$ cat src/inc/sfr_pkg.sv
/*
 * Constants and types shared by the serial flash read front end.
 * Assumes a byte wide array behind the block, read combinationally.
 */
package sfr_pkg;

    // ************************************************************
    // Opcodes
    // ************************************************************
    localparam logic [7:0] OP_READ     = 8'h03;
    localparam logic [7:0] OP_READ_4B  = 8'h13;
    localparam logic [7:0] OP_QUICK    = 8'h0B;
    localparam logic [7:0] OP_QUICK_4B = 8'h0C;
    localparam logic [7:0] OP_DUAL     = 8'h3B;
    localparam logic [7:0] OP_DUAL_4B  = 8'h3C;
    localparam logic [7:0] OP_QUAD     = 8'h6B;
    localparam logic [7:0] OP_QUAD_4B  = 8'h6C;
    localparam logic [7:0] OP_QIO      = 8'hEB;
    localparam logic [7:0] OP_QIO_4B   = 8'hEC;
    localparam logic [7:0] OP_QIO_DDR  = 8'hED;
    localparam logic [7:0] OP_QIO_DDR4 = 8'hEE;

    // ************************************************************
    // Field widths and counts
    // ************************************************************
    localparam int         ARR_AW      = 23;
    localparam int         BYTE_W      = 8;
    localparam int         FIFO_DEPTH  = 8;
    localparam logic [2:0] LANE_1      = 3'h1;
    localparam logic [2:0] LANE_2      = 3'h2;
    localparam logic [2:0] LANE_4      = 3'h4;
    localparam logic [5:0] OPC_BITS    = 6'h08;
    localparam logic [5:0] ADDR_BITS_3 = 6'h18;
    localparam logic [5:0] ADDR_BITS_4 = 6'h20;
    localparam logic [5:0] MODE_BITS   = 6'h08;
    localparam logic [3:0] MODE_CONT   = 4'hA;
    localparam logic [3:0] BYTE_BITS   = 4'h8;
    localparam logic [3:0] PAT_CYCLES  = 4'h4;
    localparam logic [2:0] PAT_FIRST   = 3'h7;

    // ************************************************************
    // Types
    // ************************************************************
    typedef enum logic [2:0] {
        ST_IDLE,
        ST_CMD,
        ST_ADDR,
        ST_MODE,
        ST_DUMMY,
        ST_DATA,
        ST_IGNORE
    } sfr_state_t;

    typedef struct packed {
        logic       ok;
        logic       a4;
        logic       ddr;
        logic       has_mode;
        logic       has_dummy;
        logic [2:0] aw;
        logic [2:0] ow;
    } sfr_cmd_t;

endpackage

$ cat src/inc/sfr_fifo_if.sv
/*
 * Handshake bundle between the read front end and its byte FIFO.
 * Assumes both ends run on the same clock.
 */
`timescale 1ns/1ps
interface sfr_fifo_if #(
    parameter int WIDTH = 8
);
    logic             in_valid;
    logic             in_ready;
    logic [WIDTH-1:0] in_data;
    logic             out_valid;
    logic             out_ready;
    logic [WIDTH-1:0] out_data;
    logic             flush;

    modport fifo (
        input  in_valid, in_data, out_ready, flush,
        output in_ready, out_valid, out_data
    );
    modport user (
        output in_valid, in_data, out_ready, flush,
        input  in_ready, out_valid, out_data
    );
endinterface

$ cat src/hdl/sfr_fifo.sv
/*
 * Synchronous FIFO with flush, valid/ready on both sides.
 * Assumes WIDTH matches the interface width.
 */
`timescale 1ns/1ps
module sfr_fifo #(
    parameter int WIDTH = 8,
    parameter int DEPTH = 8
) (
    input wire logic clk,     // Block clock
    input wire logic rst,     // Async reset, high
    sfr_fifo_if.fifo port_if  // Fill and drain side
);
    localparam int PW = $clog2(DEPTH);

    logic [WIDTH-1:0] mem [DEPTH];
    logic [PW:0]      wr_q;
    logic [PW:0]      wr_d;
    logic [PW:0]      rd_q;
    logic [PW:0]      rd_d;
    logic             full;
    logic             empty;
    logic             push;
    logic             pop;

    assign full  = (wr_q[PW] != rd_q[PW]) && (wr_q[PW-1:0] == rd_q[PW-1:0]);
    assign empty = (wr_q == rd_q);
    assign push  = port_if.in_valid && !full && !port_if.flush;
    assign pop   = port_if.out_ready && !empty && !port_if.flush;

    assign port_if.in_ready  = !full;
    assign port_if.out_valid = !empty;
    assign port_if.out_data  = mem[rd_q[PW-1:0]];

    always_comb begin
        wr_d = wr_q;
        rd_d = rd_q;
        if (port_if.flush) begin
            wr_d = '0;
            rd_d = '0;
        end else begin
            if (push) begin
                wr_d = wr_q + 1'b1;
            end
            if (pop) begin
                rd_d = rd_q + 1'b1;
            end
        end
    end

    always_ff @(posedge clk or posedge rst) begin
        if (rst) begin
            wr_q <= '0;
            rd_q <= '0;
        end else begin
            wr_q <= wr_d;
            rd_q <= rd_d;
        end
    end

    always_ff @(posedge clk) begin
        if (push) begin
            mem[wr_q[PW-1:0]] <= port_if.in_data;
        end
    end
endmodule

$ cat src/hdl/sfr_read_front.sv
/*
 * Serial flash array read front end: decodes read commands from the
 * host, fetches array bytes through a FIFO and shifts them out.
 * Assumes sck, cs_n and io_i are asynchronous pins, sck much slower
 * than clk, and an array that answers rd_addr within the same cycle.
 */
// What this block does
// - Opcode one bit per rising edge, four in quad-peripheral
// - SDR samples rising; DDR uses both edges
// - 03h length per setting, 13h four bytes
// - 0Bh/0Ch addresses then latency dummy cycles
// - 3Bh/3Ch addresses then dummy, two lanes (four in quad-peripheral)
// - 6Bh/6Ch addresses then dummy, four lanes
// - Single-width data leaves on IO1
// - Dual output two bits per falling edge
// - Quad output nibble per falling edge
// - Address increments per byte, wraps to zero
// - Address bits above A22 ignored
// - Dummy count comes from latency code
// - Host values during dummy ignored
// - Dummy counted falling to falling edge
// - Zero latency: data on next falling edge
// - DDR learning pattern in final eight edges
// - Chip select high ends the read
// - Mode bits allow instruction-free next read
// - Continuous only when upper mode nibble A
`timescale 1ns/1ps
module sfr_read_front
    import sfr_pkg::*;
(
    input  wire logic              clk,                  // Block clock
    input  wire logic              rst,                  // Async reset, high
    input  wire logic              sck,                  // Host serial clock
    input  wire logic              cs_n,                 // Host chip select
    input  wire logic [3:0]        io_i,                 // IO pins in
    output logic      [3:0]        io_o,                 // IO pins out
    output logic      [3:0]        io_oe,                // IO drive enables
    input  wire logic              addr_len_4b,          // Four-byte address mode
    input  wire logic [3:0]        latency_code,         // Dummy cycle count
    input  wire logic              learning_pattern_en,  // DDR pattern enable
    input  wire logic [7:0]        learning_pattern,     // DDR pattern value
    input  wire logic              quad_peripheral_mode, // Four-lane opcodes
    output logic      [ARR_AW-1:0] rd_addr,              // Array read address
    input  wire logic [7:0]        rd_data,              // Array byte at rd_addr
    output logic                   rd_en,                // Byte taken this cycle
    output logic                   busy,                 // Frame in progress
    output logic                   cont_mode             // Continuous read armed
);

    // ************************************************************
    // Pin synchronisers and edge finding
    // ************************************************************
    logic [5:0] sync1_q;
    logic [5:0] sync2_q;
    logic       sck_h_q;
    logic       cs_h_q;
    logic       sck_s;
    logic       cs_s;
    logic [3:0] io_s;
    logic       rise;
    logic       fall;
    logic       cs_fall;
    logic       cs_rise;

    always_ff @(posedge clk or posedge rst) begin
        if (rst) begin
            sync1_q <= 6'h30;
            sync2_q <= 6'h30;
            sck_h_q <= 1'b1;
            cs_h_q  <= 1'b1;
        end else begin
            sync1_q <= {sck, cs_n, io_i};
            sync2_q <= sync1_q;
            sck_h_q <= sync2_q[5];
            cs_h_q  <= sync2_q[4];
        end
    end

    assign sck_s   = sync2_q[5];
    assign cs_s    = sync2_q[4];
    assign io_s    = sync2_q[3:0];
    assign rise    = sck_s && !sck_h_q;
    assign fall    = !sck_s && sck_h_q;
    assign cs_fall = !cs_s && cs_h_q;
    assign cs_rise = cs_s && !cs_h_q;

    // ************************************************************
    // Byte FIFO
    // ************************************************************
    sfr_fifo_if #(.WIDTH(BYTE_W)) buf_if ();

    sfr_fifo #(
        .WIDTH (BYTE_W),
        .DEPTH (FIFO_DEPTH)
    ) u_buf (
        .clk     (clk),
        .rst     (rst),
        .port_if (buf_if.fifo)
    );

    // ************************************************************
    // Opcode decode
    // ************************************************************
    function automatic sfr_cmd_t decode(input logic [7:0] op, input logic qpm,
                                        input logic alen);
        sfr_cmd_t c;
        c = '{ok: 1'b1, a4: alen, ddr: 1'b0, has_mode: 1'b0, has_dummy: 1'b0,
              aw: LANE_1, ow: LANE_1};
        unique case (op)
            OP_READ:     c.a4 = alen;
            OP_READ_4B:  c.a4 = 1'b1;
            OP_QUICK:    c.has_dummy = 1'b1;
            OP_QUICK_4B: begin
                c.a4 = 1'b1;
                c.has_dummy = 1'b1;
            end
            OP_DUAL, OP_DUAL_4B: begin
                c.a4 = (op == OP_DUAL_4B) ? 1'b1 : alen;
                c.has_dummy = 1'b1;
                c.ow = LANE_2;
            end
            OP_QUAD, OP_QUAD_4B: begin
                c.a4 = (op == OP_QUAD_4B) ? 1'b1 : alen;
                c.has_dummy = 1'b1;
                c.ow = LANE_4;
            end
            OP_QIO, OP_QIO_4B, OP_QIO_DDR, OP_QIO_DDR4: begin
                c.a4 = (op == OP_QIO_4B || op == OP_QIO_DDR4) ? 1'b1 : alen;
                c.ddr = (op == OP_QIO_DDR || op == OP_QIO_DDR4);
                c.has_mode = 1'b1;
                c.has_dummy = 1'b1;
                c.aw = LANE_4;
                c.ow = LANE_4;
            end
            default:     c.ok = 1'b0;
        endcase
        if (qpm) begin
            c.aw = LANE_4;
            c.ow = LANE_4;
        end
        return c;
    endfunction

    // ************************************************************
    // Command sequencer
    // ************************************************************
    sfr_state_t        state_q, state_d;
    sfr_cmd_t          cmd_q, cmd_d;
    sfr_cmd_t          cont_cmd_q, cont_cmd_d;
    logic [31:0]       sh_q, sh_d;
    logic [5:0]        cnt_q, cnt_d;
    logic [7:0]        mode_q, mode_d;
    logic              mode_done_q, mode_done_d;
    logic              cont_q, cont_d;
    logic [3:0]        dcnt_q, dcnt_d;
    logic [2:0]        pat_idx_q, pat_idx_d;
    logic [7:0]        obyte_q, obyte_d;
    logic [3:0]        ocnt_q, ocnt_d;
    logic [3:0]        io_o_q, io_o_d;
    logic [3:0]        io_oe_q, io_oe_d;
    logic              fetch_on_q, fetch_on_d;
    logic [ARR_AW-1:0] fetch_addr_q, fetch_addr_d;
    logic              flush;
    logic              pop;

    always_comb begin
        logic [31:0] sh_n;
        logic [5:0]  cnt_n;
        logic [5:0]  need;
        logic        samp;
        logic        emit;
        logic        start_dummy;
        logic [7:0]  cur;
        sh_n = sh_q;
        cnt_n = cnt_q;
        need = cmd_q.a4 ? ADDR_BITS_4 : ADDR_BITS_3;
        samp = rise || (cmd_q.ddr && fall);
        emit = 1'b0;
        start_dummy = 1'b0;
        cur = (ocnt_q == 4'h0) ? buf_if.out_data : obyte_q;
        state_d = state_q;
        cmd_d = cmd_q;
        cont_cmd_d = cont_cmd_q;
        sh_d = sh_q;
        cnt_d = cnt_q;
        mode_d = mode_q;
        mode_done_d = mode_done_q;
        cont_d = cont_q;
        dcnt_d = dcnt_q;
        pat_idx_d = pat_idx_q;
        obyte_d = obyte_q;
        ocnt_d = ocnt_q;
        io_o_d = io_o_q;
        io_oe_d = io_oe_q;
        fetch_on_d = fetch_on_q;
        fetch_addr_d = fetch_addr_q;
        flush = 1'b0;
        pop = 1'b0;
        if (fetch_on_q && buf_if.in_ready) begin
            fetch_addr_d = fetch_addr_q + 1'b1;
        end
        if (cs_rise) begin
            state_d = ST_IDLE;
            io_oe_d = 4'h0;
            fetch_on_d = 1'b0;
            flush = 1'b1;
            cont_d = mode_done_q && (mode_q[7:4] == MODE_CONT);
            cont_cmd_d = cmd_q;
        end else if (cs_fall) begin
            state_d = cont_q ? ST_ADDR : ST_CMD;
            cmd_d = cont_cmd_q;
            sh_d = '0;
            cnt_d = '0;
            mode_done_d = 1'b0;
            ocnt_d = '0;
        end else begin
            if (state_q != ST_CMD) begin
                sh_n = (cmd_q.aw == LANE_4) ? {sh_q[27:0], io_s} : {sh_q[30:0], io_s[0]};
            end else begin
                sh_n = quad_peripheral_mode ? {sh_q[27:0], io_s} : {sh_q[30:0], io_s[0]};
            end
            unique case (state_q)
                ST_IDLE, ST_IGNORE: begin
                end
                ST_CMD: begin
                    if (rise) begin
                        cnt_n = cnt_q + (quad_peripheral_mode ? 6'(LANE_4) : 6'(LANE_1));
                        sh_d = sh_n;
                        cnt_d = cnt_n;
                        if (cnt_n == OPC_BITS) begin
                            cmd_d = decode(sh_n[7:0], quad_peripheral_mode, addr_len_4b);
                            state_d = cmd_d.ok ? ST_ADDR : ST_IGNORE;
                            cnt_d = '0;
                        end
                    end
                end
                ST_ADDR: begin
                    if (samp) begin
                        cnt_n = cnt_q + 6'(cmd_q.aw);
                        sh_d = sh_n;
                        cnt_d = cnt_n;
                        if (cnt_n == need) begin
                            fetch_addr_d = sh_n[ARR_AW-1:0];
                            fetch_on_d = 1'b1;
                            flush = 1'b1;
                            cnt_d = '0;
                            state_d = cmd_q.has_mode ? ST_MODE : ST_DUMMY;
                            start_dummy = !cmd_q.has_mode;
                        end
                    end
                end
                ST_MODE: begin
                    if (samp) begin
                        cnt_n = cnt_q + 6'(cmd_q.aw);
                        mode_d = sh_n[7:0];
                        sh_d = sh_n;
                        cnt_d = cnt_n;
                        if (cnt_n == MODE_BITS) begin
                            mode_done_d = 1'b1;
                            state_d = ST_DUMMY;
                            start_dummy = 1'b1;
                        end
                    end
                end
                ST_DUMMY: begin
                    if (fall) begin
                        if (dcnt_q == 4'h0) begin
                            emit = 1'b1;
                            state_d = ST_DATA;
                        end else begin
                            dcnt_d = dcnt_q - 1'b1;
                        end
                    end
                    if (cmd_q.ddr && learning_pattern_en &&
                        ((fall && dcnt_q != 4'h0 && dcnt_q <= PAT_CYCLES) ||
                         (rise && dcnt_q < PAT_CYCLES))) begin
                        io_o_d = {4{learning_pattern[pat_idx_q]}};
                        io_oe_d = 4'hF;
                        pat_idx_d = pat_idx_q - 1'b1;
                    end
                end
                ST_DATA: begin
                    emit = fall || (cmd_q.ddr && rise);
                end
                default: state_d = ST_IGNORE;
            endcase
        end
        if (start_dummy) begin
            dcnt_d = cmd_q.has_dummy ? latency_code : 4'h0;
            pat_idx_d = PAT_FIRST;
        end
        if (emit) begin
            pop = (ocnt_q == 4'h0);
            obyte_d = 8'(cur << cmd_q.ow);
            ocnt_d = 4'(((ocnt_q == 4'h0) ? BYTE_BITS : ocnt_q) - 4'(cmd_q.ow));
            unique case (cmd_q.ow)
                LANE_4: begin
                    io_o_d = cur[7:4];
                    io_oe_d = 4'hF;
                end
                LANE_2: begin
                    io_o_d = {2'b00, cur[7:6]};
                    io_oe_d = 4'h3;
                end
                default: begin
                    io_o_d = {2'b00, cur[7], 1'b0};
                    io_oe_d = 4'h2;
                end
            endcase
        end
    end

    always_ff @(posedge clk or posedge rst) begin
        if (rst) begin
            state_q <= ST_IDLE;
            cmd_q <= '0;
            cont_cmd_q <= '0;
            sh_q <= '0;
            cnt_q <= '0;
            mode_q <= '0;
            mode_done_q <= 1'b0;
            cont_q <= 1'b0;
            dcnt_q <= '0;
            pat_idx_q <= PAT_FIRST;
            obyte_q <= '0;
            ocnt_q <= '0;
            io_o_q <= '0;
            io_oe_q <= '0;
            fetch_on_q <= 1'b0;
            fetch_addr_q <= '0;
        end else begin
            state_q <= state_d;
            cmd_q <= cmd_d;
            cont_cmd_q <= cont_cmd_d;
            sh_q <= sh_d;
            cnt_q <= cnt_d;
            mode_q <= mode_d;
            mode_done_q <= mode_done_d;
            cont_q <= cont_d;
            dcnt_q <= dcnt_d;
            pat_idx_q <= pat_idx_d;
            obyte_q <= obyte_d;
            ocnt_q <= ocnt_d;
            io_o_q <= io_o_d;
            io_oe_q <= io_oe_d;
            fetch_on_q <= fetch_on_d;
            fetch_addr_q <= fetch_addr_d;
        end
    end

    // ************************************************************
    // Outputs and FIFO hookup
    // ************************************************************
    assign buf_if.in_valid  = fetch_on_q;
    assign buf_if.in_data   = rd_data;
    assign buf_if.out_ready = pop;
    assign buf_if.flush     = flush;

    assign rd_en     = fetch_on_q && buf_if.in_ready && !flush;
    assign rd_addr   = fetch_addr_q;
    assign io_o      = io_o_q;
    assign io_oe     = io_oe_q;
    assign busy      = (state_q != ST_IDLE);
    assign cont_mode = cont_q;

endmodule

$ cat config.mk
export PLATFORM = sky130hd
export DESIGN_NAME = sfr_read_front
export DESIGN_NICKNAME = d
export VERILOG_FILES = /design/src/inc/sfr_pkg.sv /design/src/inc/sfr_fifo_if.sv /design/src/hdl/sfr_fifo.sv /design/src/hdl/sfr_read_front.sv
export SDC_FILE = /design/constraint.sdc
export NUM_CORES = 1
export LEC_CHECK = 0
export ABC_AREA = 1
export ABC_CLOCK_PERIOD_IN_PS = 5950
export BUFFER_PORTS_ARGS = -buffer_cell sky130_fd_sc_hd__buf_2
export CORE_MARGIN = 3
export CORE_UTILIZATION = 30
export DETAILED_ROUTE_END_ITERATION = 8
export SLEW_MARGIN = 30
export SYNTH_ARGS = -nofsm -noshare
export SYNTH_HDL_FRONTEND = slang
export SYNTH_HIERARCHICAL = 1
export SYNTH_SLANG_ARGS = --single-unit
$ cat constraint.sdc
create_clock -name clk -period 5.95 [get_ports clk]
set_input_delay 1.4875 -clock clk [delete_from_list [all_inputs] [get_ports clk]]
set_output_delay 1.4875 -clock clk [all_outputs]
set_load 0.005 [all_outputs]
[Word-level counts from Yosys, hierarchy flattened]
Memory sizes are Yosys's and may differ from the RTL's.
Index checks and enable logic that the tools add are counted.
Cells by class
  add/subtract/negate cells: 8
  multiply operators: 0
  divide/modulo/power cells: 0
  magnitude comparators: 3
  eq/ne operators: 49
  shift operators: 1
  mux-type cells: 121
  bitwise operators: 2
  reductions and logical operators: 77
Operator list (count)
  23-bit 2-to-1 mux: 11
  4-bit 2-to-1 mux: 25
  22-bit 2-to-1 mux: 3
  3-bit 2-to-1 mux: 19
  6-bit 2-to-1 mux: 8
  11-bit 2-to-1 mux: 4
  22-bit one-hot mux with 2 select lines: 1
  1-bit 2-to-1 mux: 38
  2-bit nonzero test: 17
  8-bit equality test, second input constant: 4
  4-bit != test, second input constant: 8
  4-bit AND reduction: 7
  23-bit by 1-bit adder with 23-bit output, second input constant: 1
  6-bit one-hot mux with 3 select lines: 1
  1-bit logical AND: 17
  8-bit by 4-bit equality test with 1-bit output, second input constant: 2
  8-bit by 6-bit equality test with 1-bit output, second input constant: 2
  8-bit by 7-bit equality test with 1-bit output, second input constant: 2
  4-bit one-hot mux with 2 select lines: 2
  3-bit equality test, second input constant: 5
  3-bit one-hot mux with 5 select lines: 1
  6-bit by 3-bit adder with 6-bit output: 2
  6-bit by 4-bit equality test with 1-bit output, second input constant: 2
  2-bit by 1-bit != test with 1-bit output, second input constant: 6
  other kinds (42): 73
Storage, ports and cells
  register bits: 136
  latch bits: 0
  memory bits (writable): 64
  memory bits (read-only): 0
  input port bits: 31
  output and inout port bits: 34
  logic and storage cells: 296
  memories kept: 1
Memory list
  u_buf.mem: words 8, width 8, read ports 1, clocked after Yosys merged registers in 0, wr ports 1, line sfr_fifo.sv:16  | logic [WIDTH-1:0] mem [DEPTH];

[Depth between registers and ports, before layout]
  depth after elaboration: 19
  mapped depth: 20
  mapped depth without buffers: 19

[Hierarchy]
The synthesis kept the hierarchy.
Modules (own cells, without submodules)
  sfr_read_front: instances 1, cells an instance 960, area each 7425.9 µm², seq. area each 3039.2 µm²
  sfr_fifo: instances 1, cells an instance 269, area each 3118.0 µm², seq. area each 2122.0 µm²

[Worst setup path before layout]
No wires, ideal clock.
  path kind: input -> register
  from: input quad_peripheral_mode
  to: register cmd_q[1] (netlist name)
  setup time: 142 ps
  data arrival time: 3283 ps
  data required time: 5808 ps
  slack: 2525 ps
  stages: 16
  buffers on the path: 3
  cell sequence: buf_2 -> buf_2 -> inv_1 -> ha_1 -> ha_1 -> inv_1 -> nand2_1 -> nand2_1 -> nand3_1 -> nor2_1 -> nand4_1 -> o21ai_2 -> inv_2 -> buf_2 -> a21oi_1 -> a22oi_2
Between the ends
  longest elaborated chain between the ends: 12
  elaborated cells on any way between the ends: 25
Ends and longest elaborated chain
  start: declaration: line sfr_read_front.sv:42  | input wire logic quad_peripheral_mode,
  23-bit 2-to-1 mux: line sfr_read_front.sv:220  | sh_n = quad_peripheral_mode ? {sh_q[27:0], io_s} : {sh_q[30:0], io_s[0]};
  23-bit 2-to-1 mux: line sfr_read_front.sv:217  | if (state_q != ST_CMD) begin
  23-bit 2-to-1 mux: line sfr_read_front.sv:209  | end else if (cs_fall) begin
  23-bit 2-to-1 mux: line sfr_read_front.sv:202  | if (cs_rise) begin
  8-bit by 7-bit equality test with 1-bit output (tied with other cells): line sfr_read_front.sv:109  | unique case (op)
  6-bit OR reduction (no source line) or 2-bit OR reduction (tied branches)
  3-bit one-hot mux with 2 select lines: line sfr_read_front.sv:109
  6-bit 2-to-1 mux: line sfr_read_front.sv:137  | if (qpm) begin
  11-bit 2-to-1 mux: line sfr_read_front.sv:230  | if (cnt_n == OPC_BITS) begin
  11-bit 2-to-1 mux: line sfr_read_front.sv:226  | if (rise) begin
  11-bit 2-to-1 mux: line sfr_read_front.sv:222  | unique case (state_q)
  11-bit 2-to-1 mux: line sfr_read_front.sv:209
  end signal: assignment: line sfr_read_front.sv:333  | cmd_q <= cmd_d;
  end: declaration: line sfr_read_front.sv:148  | sfr_cmd_t cmd_q, cmd_d;
Parallel ways exist; a longest one is shown, timed or not. The select of a mux whose other input is x is not followed.
A chain may end at the register's enable or synchronous reset.

[Final worst setup path]
  from: register sync2_q[4]
  to: output rd_en
Between the ends
  elaborated cells on any way between the ends: 7
RTL lines
  start: declaration: line sfr_read_front.sv:54  | logic [5:0] sync2_q;
  start signal: assignment: line sfr_read_front.sv:73  | sync2_q <= sync1_q;
  1-bit logical AND: line sfr_read_front.sv:85  | assign cs_rise = cs_s && !cs_h_q;
  net cs_rise: line sfr_read_front.sv:63  | logic cs_rise;
  1-bit 2-to-1 mux: line sfr_read_front.sv:202
  net buf_if.flush: line sfr_fifo_if.sv:15  | logic flush;
  1-bit logical NOT: line sfr_read_front.sv:359  | assign rd_en = fetch_on_q && buf_if.in_ready && !flush;
  1-bit logical AND: line sfr_read_front.sv:359
  end: declaration: line sfr_read_front.sv:45  | output logic rd_en,
The timed path passes the listed nets, and every way through them passes these cells.

==> parameters.txt <==
Parameter                              Value

Routing
  Total routed wirelength    approximately 27000 um
  Starting DRC count in detailed routing    approximately 580
  Ratio of routed vias to standard cells    around 4.9
  DRT Pass-1 Iters    5
  DRC    0
  Number of vias in the routed layout    approximately 8500
  Number of routed nets with antenna violations    0
  Routed WL per cell    15.3 um

Synth
  Count of mapped cells out of synthesis    1229
  Fraction of synthesized cell area taken by the top area cell type    0.285
  Netlist area before placement    ~0.011 sq mm
  Simple logic cell fraction of the synthesized area    0.238
  Cell accounting for the most synthesized area    sky130_fd_sc_hd__dfrtp_1
  Number of flops mapped to enable cells by yosys    between 60 and 70
  Post-synthesis async set-or-reset flop share    0.668
  Top_reg_cell synth    sky130_fd_sc_hd__dfrtp_1
  Flip-flop and latch count after synthesis    between 150 and 200
  Ranking of synthesized cells by area    sky130_fd_sc_hd__dfrtp_1 28%, sky130_fd_sc_hd__edfxtp_1 18%, sky130_fd_sc_hd__nand2_1 9.6%
  Adder-cell share of the synthesized area    0.0252
  Share of the synthesized area in compound gates (AO/OA/AOI/OAI)    0.141
  Mapped Nets    about 1300
  Main combinational cell family by area after synthesis    simple AND/OR/NAND/NOR gates
  Synthesized area per cell    ~8.6 sq um
  Unique masters post-synth    62
  Post-synthesis xor/xnor area fraction    0.0241
  Mux share of post-synthesis cell area    0.00487
  Synth Warn #    6
  Proportion of synthesized chip area in sequential cells    0.489

STA
  Worst-case setup margin in the final layout    1480 ps
  Sum of negative setup slack    0 ps
  Clock tree skew after final layout    approximately 8 ps
  Clock period minus worst slack    ~4500 ps
  Worst-Margin Slew    around 1000 ps
  Achievable clock frequency    about 0.22 GHz
  Period utilisation layout    0.752
  RSZ-0062 raised after global routing    no
  Total count of max-transition violations in the final report    0
  Worst hold margin    353 ps
  Tightest slew margin relative to the limit    0.331
  Final setup viols    0
  Final hold violation count    0

CTS
  Post-cts gate resize count    0
  Post-CTS Repair Setup Buffers    0
  Later-pin clock latency in the skew report    440 ps
  TritonCTS Buffers    17
  Root Buffer    sky130_fd_sc_hd__clkbuf_16
  Clock-pin slew of the registers on the worst-case setup and hold paths    around 70 ps
  Buffers from clock root to sink, at most    2
  Cts hold-fix bufs    0
  Deepest level of the CTS H-tree    4
  Total clock sinks    around 190
  TritonCTS clock tree    yes

Run
  Max-cap viol count    0

Place
  Routability congestion estimate    around 0.9
  Cell area after placement    0.0112 sq mm
  IO buf count    64
  DP Wirelength    18500 um
  Post-Place Setup Slack    roughly 1900 ps
  Cell total after placement    1707

Pwr
  Power per standard cell area    387 mW/mm^2
  Post-route total power    4.54 mW
  Leakage component of the power    around 5.0 nW
  Peak ir drop on the vdd network    215 uV

GRT
  Pin count of the biggest net entering global routing    a little over 70
  Initial antenna violation count    0
  Combined global-route utilization of all metal layers    0.142
  Vias in the first global route    between 8000 and 9000
  Total overflow reported by the global router    0
  Wire length of the first global-routing pass    43500 um

Critical path
  Critical Path AT    between 2000 and 3000 ps
  Worst Setup Start Kind    flip-flop
  Buffers and inverters on the worst path    2
  Worst endpoint required time    4460 ps
  Slowest cell delay on critical path    around 740 ps
  Critical path capture point type    output pin
  Biggest fanout along the worst timing path    19
  Highest-delay cell along the critical path    sky130_fd_sc_hd__ha_1
  Total number of cells along the worst setup path    5
  Cell-by-cell trace of the critical path    ha_1, clkinv_1, nand2_1, nor2_1, buf_2
  Gate family responsible for the most delay along the worst path    buffers and inverters
  Worst reg-to-reg path cell count    16
  Type of the worst setup path    flip-flop to output pin

Cells and area
  Post-layout nets    1322
  Total non-filler cell area in the finished layout    about 0.012 sq mm
  Commonest non-fill, non-tap cell in the layout    sky130_fd_sc_hd__nand2_1
  Fraction of layout instances using a drive strength above 1    0.158
  Diodes inserted    0
  Number of non-filler instances in the completed layout    between 1500 and 2000
  Final core occ    0.339
  Most frequent cells in the layout    270 x sky130_fd_sc_hd__nand2_1, 120 x sky130_fd_sc_hd__dfrtp_1, 115 x sky130_fd_sc_hd__inv_1
  Area grow syn2layout    11.4%

Status
  Run status    completed

Die
  Core Footprint    0.0346 sq mm
  Row cnt    68
  Total I/O pin count    65
  Die footprint    0.0374 sq mm
  Chip height    193 um
  Initial Util    0.304
  Die Wd    193 um

Hold path
  Worst hold path type    flip-flop to flip-flop
  Number of cells traversed by the worst hold path    0
## layer usage
layer,up-vias,track usage,routed length (um)
li1,4227,-,-
met5,-,0,0
met4,0,0.0391,399
met3,25,0.0286,1140
met2,187,0.232,12600
met1,4098,0.192,12400
## Yosys cell counts, types with 3 or more instances
cell                       instances
sky130_fd_sc_hd__nand2_1         270
sky130_fd_sc_hd__dfrtp_1         120
sky130_fd_sc_hd__inv_1           116
sky130_fd_sc_hd__nor2_1          106
sky130_fd_sc_hd__o21ai_0          91
sky130_fd_sc_hd__nand3_1          81
sky130_fd_sc_hd__edfxtp_1         64
sky130_fd_sc_hd__o22ai_1          53
sky130_fd_sc_hd__a21oi_1          48
sky130_fd_sc_hd__nand2_2          22
sky130_fd_sc_hd__nand4_1          21
sky130_fd_sc_hd__inv_2            20
sky130_fd_sc_hd__buf_2            19
sky130_fd_sc_hd__xor2_1           19
sky130_fd_sc_hd__ha_1             18
sky130_fd_sc_hd__o21ai_1          15
sky130_fd_sc_hd__o21ai_2          12
sky130_fd_sc_hd__clkbuf_1         10
sky130_fd_sc_hd__xnor2_1          10
sky130_fd_sc_hd__dfstp_2           9
sky130_fd_sc_hd__nor3_1            9
sky130_fd_sc_hd__a221oi_1          8
sky130_fd_sc_hd__buf_6             8
sky130_fd_sc_hd__nor2_2            7
sky130_fd_sc_hd__nor2_4            7
sky130_fd_sc_hd__buf_4             6
sky130_fd_sc_hd__a22oi_1           5
sky130_fd_sc_hd__mux2i_1           4
sky130_fd_sc_hd__nor3_2            4
sky130_fd_sc_hd__o211ai_1          4
sky130_fd_sc_hd__nand2_4           3
sky130_fd_sc_hd__nand3_2           3
sky130_fd_sc_hd__o221ai_1          3
## sequential cells by signal, indices dropped and copies added (netlist names)
register / count
obyte_q: 8
u_buf/wr_q: 4
mode_done_q: 1
cmd_q: 10
u_buf/mem: 64
ocnt_q: 4
state_q: 3
cnt_q: 6
cont_cmd_q: 10
buf_if.in_valid: 1
sync2_q: 6
sck_h_q: 1
cont_mode: 1
sh_q: 22
cs_h_q: 1
pat_idx_q: 3
rd_addr: 23
sync1_q: 6
dcnt_q: 4
u_buf/rd_q: 4
io_o: 4
io_oe: 3
mode_q: 4
## worst register-to-register path, stage by stage, from the launching register on
cell and delay (ps):
sky130_fd_sc_hd__dfrtp_1 440, sky130_fd_sc_hd__ha_1 230, sky130_fd_sc_hd__inv_1 70, sky130_fd_sc_hd__fa_1 400
sky130_fd_sc_hd__inv_1 70, sky130_fd_sc_hd__nand3_1 80, sky130_fd_sc_hd__nand2_1 80, sky130_fd_sc_hd__nand2_1 50
sky130_fd_sc_hd__nand2_1 100, sky130_fd_sc_hd__nand3_1 100, sky130_fd_sc_hd__nand2_1 130, sky130_fd_sc_hd__nor2_4 60
sky130_fd_sc_hd__nand2_2 130, sky130_fd_sc_hd__nand2_1 100, sky130_fd_sc_hd__clkinv_1 310, sky130_fd_sc_hd__nand3_4 170
sky130_fd_sc_hd__nor2_1 790
## logic make-up after synthesis
group,count (synthesis)
xor gates and xnor gates,29
DFF,193
adders and majority gates,20
AOI/OAI and AO/OA,252
and+or+nand+nor,545
buffers and inverters,185
muxes,5
## area by class of cell
| type | instances | area, sq um |
|---|---|---|
| Clock inverter | 14 | 123 |
| Tap cell | 455 | 569 |
| Clock buffer | 17 | 425 |
| Fill cell | 3585 | 22900 |
| Sequential cell | 193 | 5160 |
| Timing Repair Buffer | 67 | 343 |
| Multi-Input combinational cell | 851 | 4580 |
| Inverter | 141 | 543 |
## worst paths after layout
| kind | endpoint | from | slack (ps) |
|---|---|---|---|
| min in group asynchronous | u_buf/wr_q[1]$_DFFE_PP0P_ | rst | 1040 |
| max in group asynchronous | dcnt_q[0]$_DFFE_PP0P_ | rst | 3670 |
| worst max-delay path | rd_en | sync2_q[4]$_DFF_PP1_ | 1480 |
| worst max register to register | u_buf/mem[1][3]$_DFFE_PP_ | cmd_q[3]$_DFFE_PP0P_ | 2260 |
| worst min-delay path | sync2_q[5]$_DFF_PP1_ | sync1_q[5]$_DFF_PP1_ | 350 |
| worst min register to register | sync2_q[5]$_DFF_PP1_ | sync1_q[5]$_DFF_PP1_ | 350 |
## report_power, final
group	internal, mW	switching [mW]	leakage [nW]	total (mW)
sequential	1.62	0.231	2.13	1.85
clock	0.550	0.550	0.269	1.10
combinational	0.549	1.04	2.65	1.59
total	2.72	1.82	5.05	4.54
No activity file was read; power rests on OpenSTA's default activity.
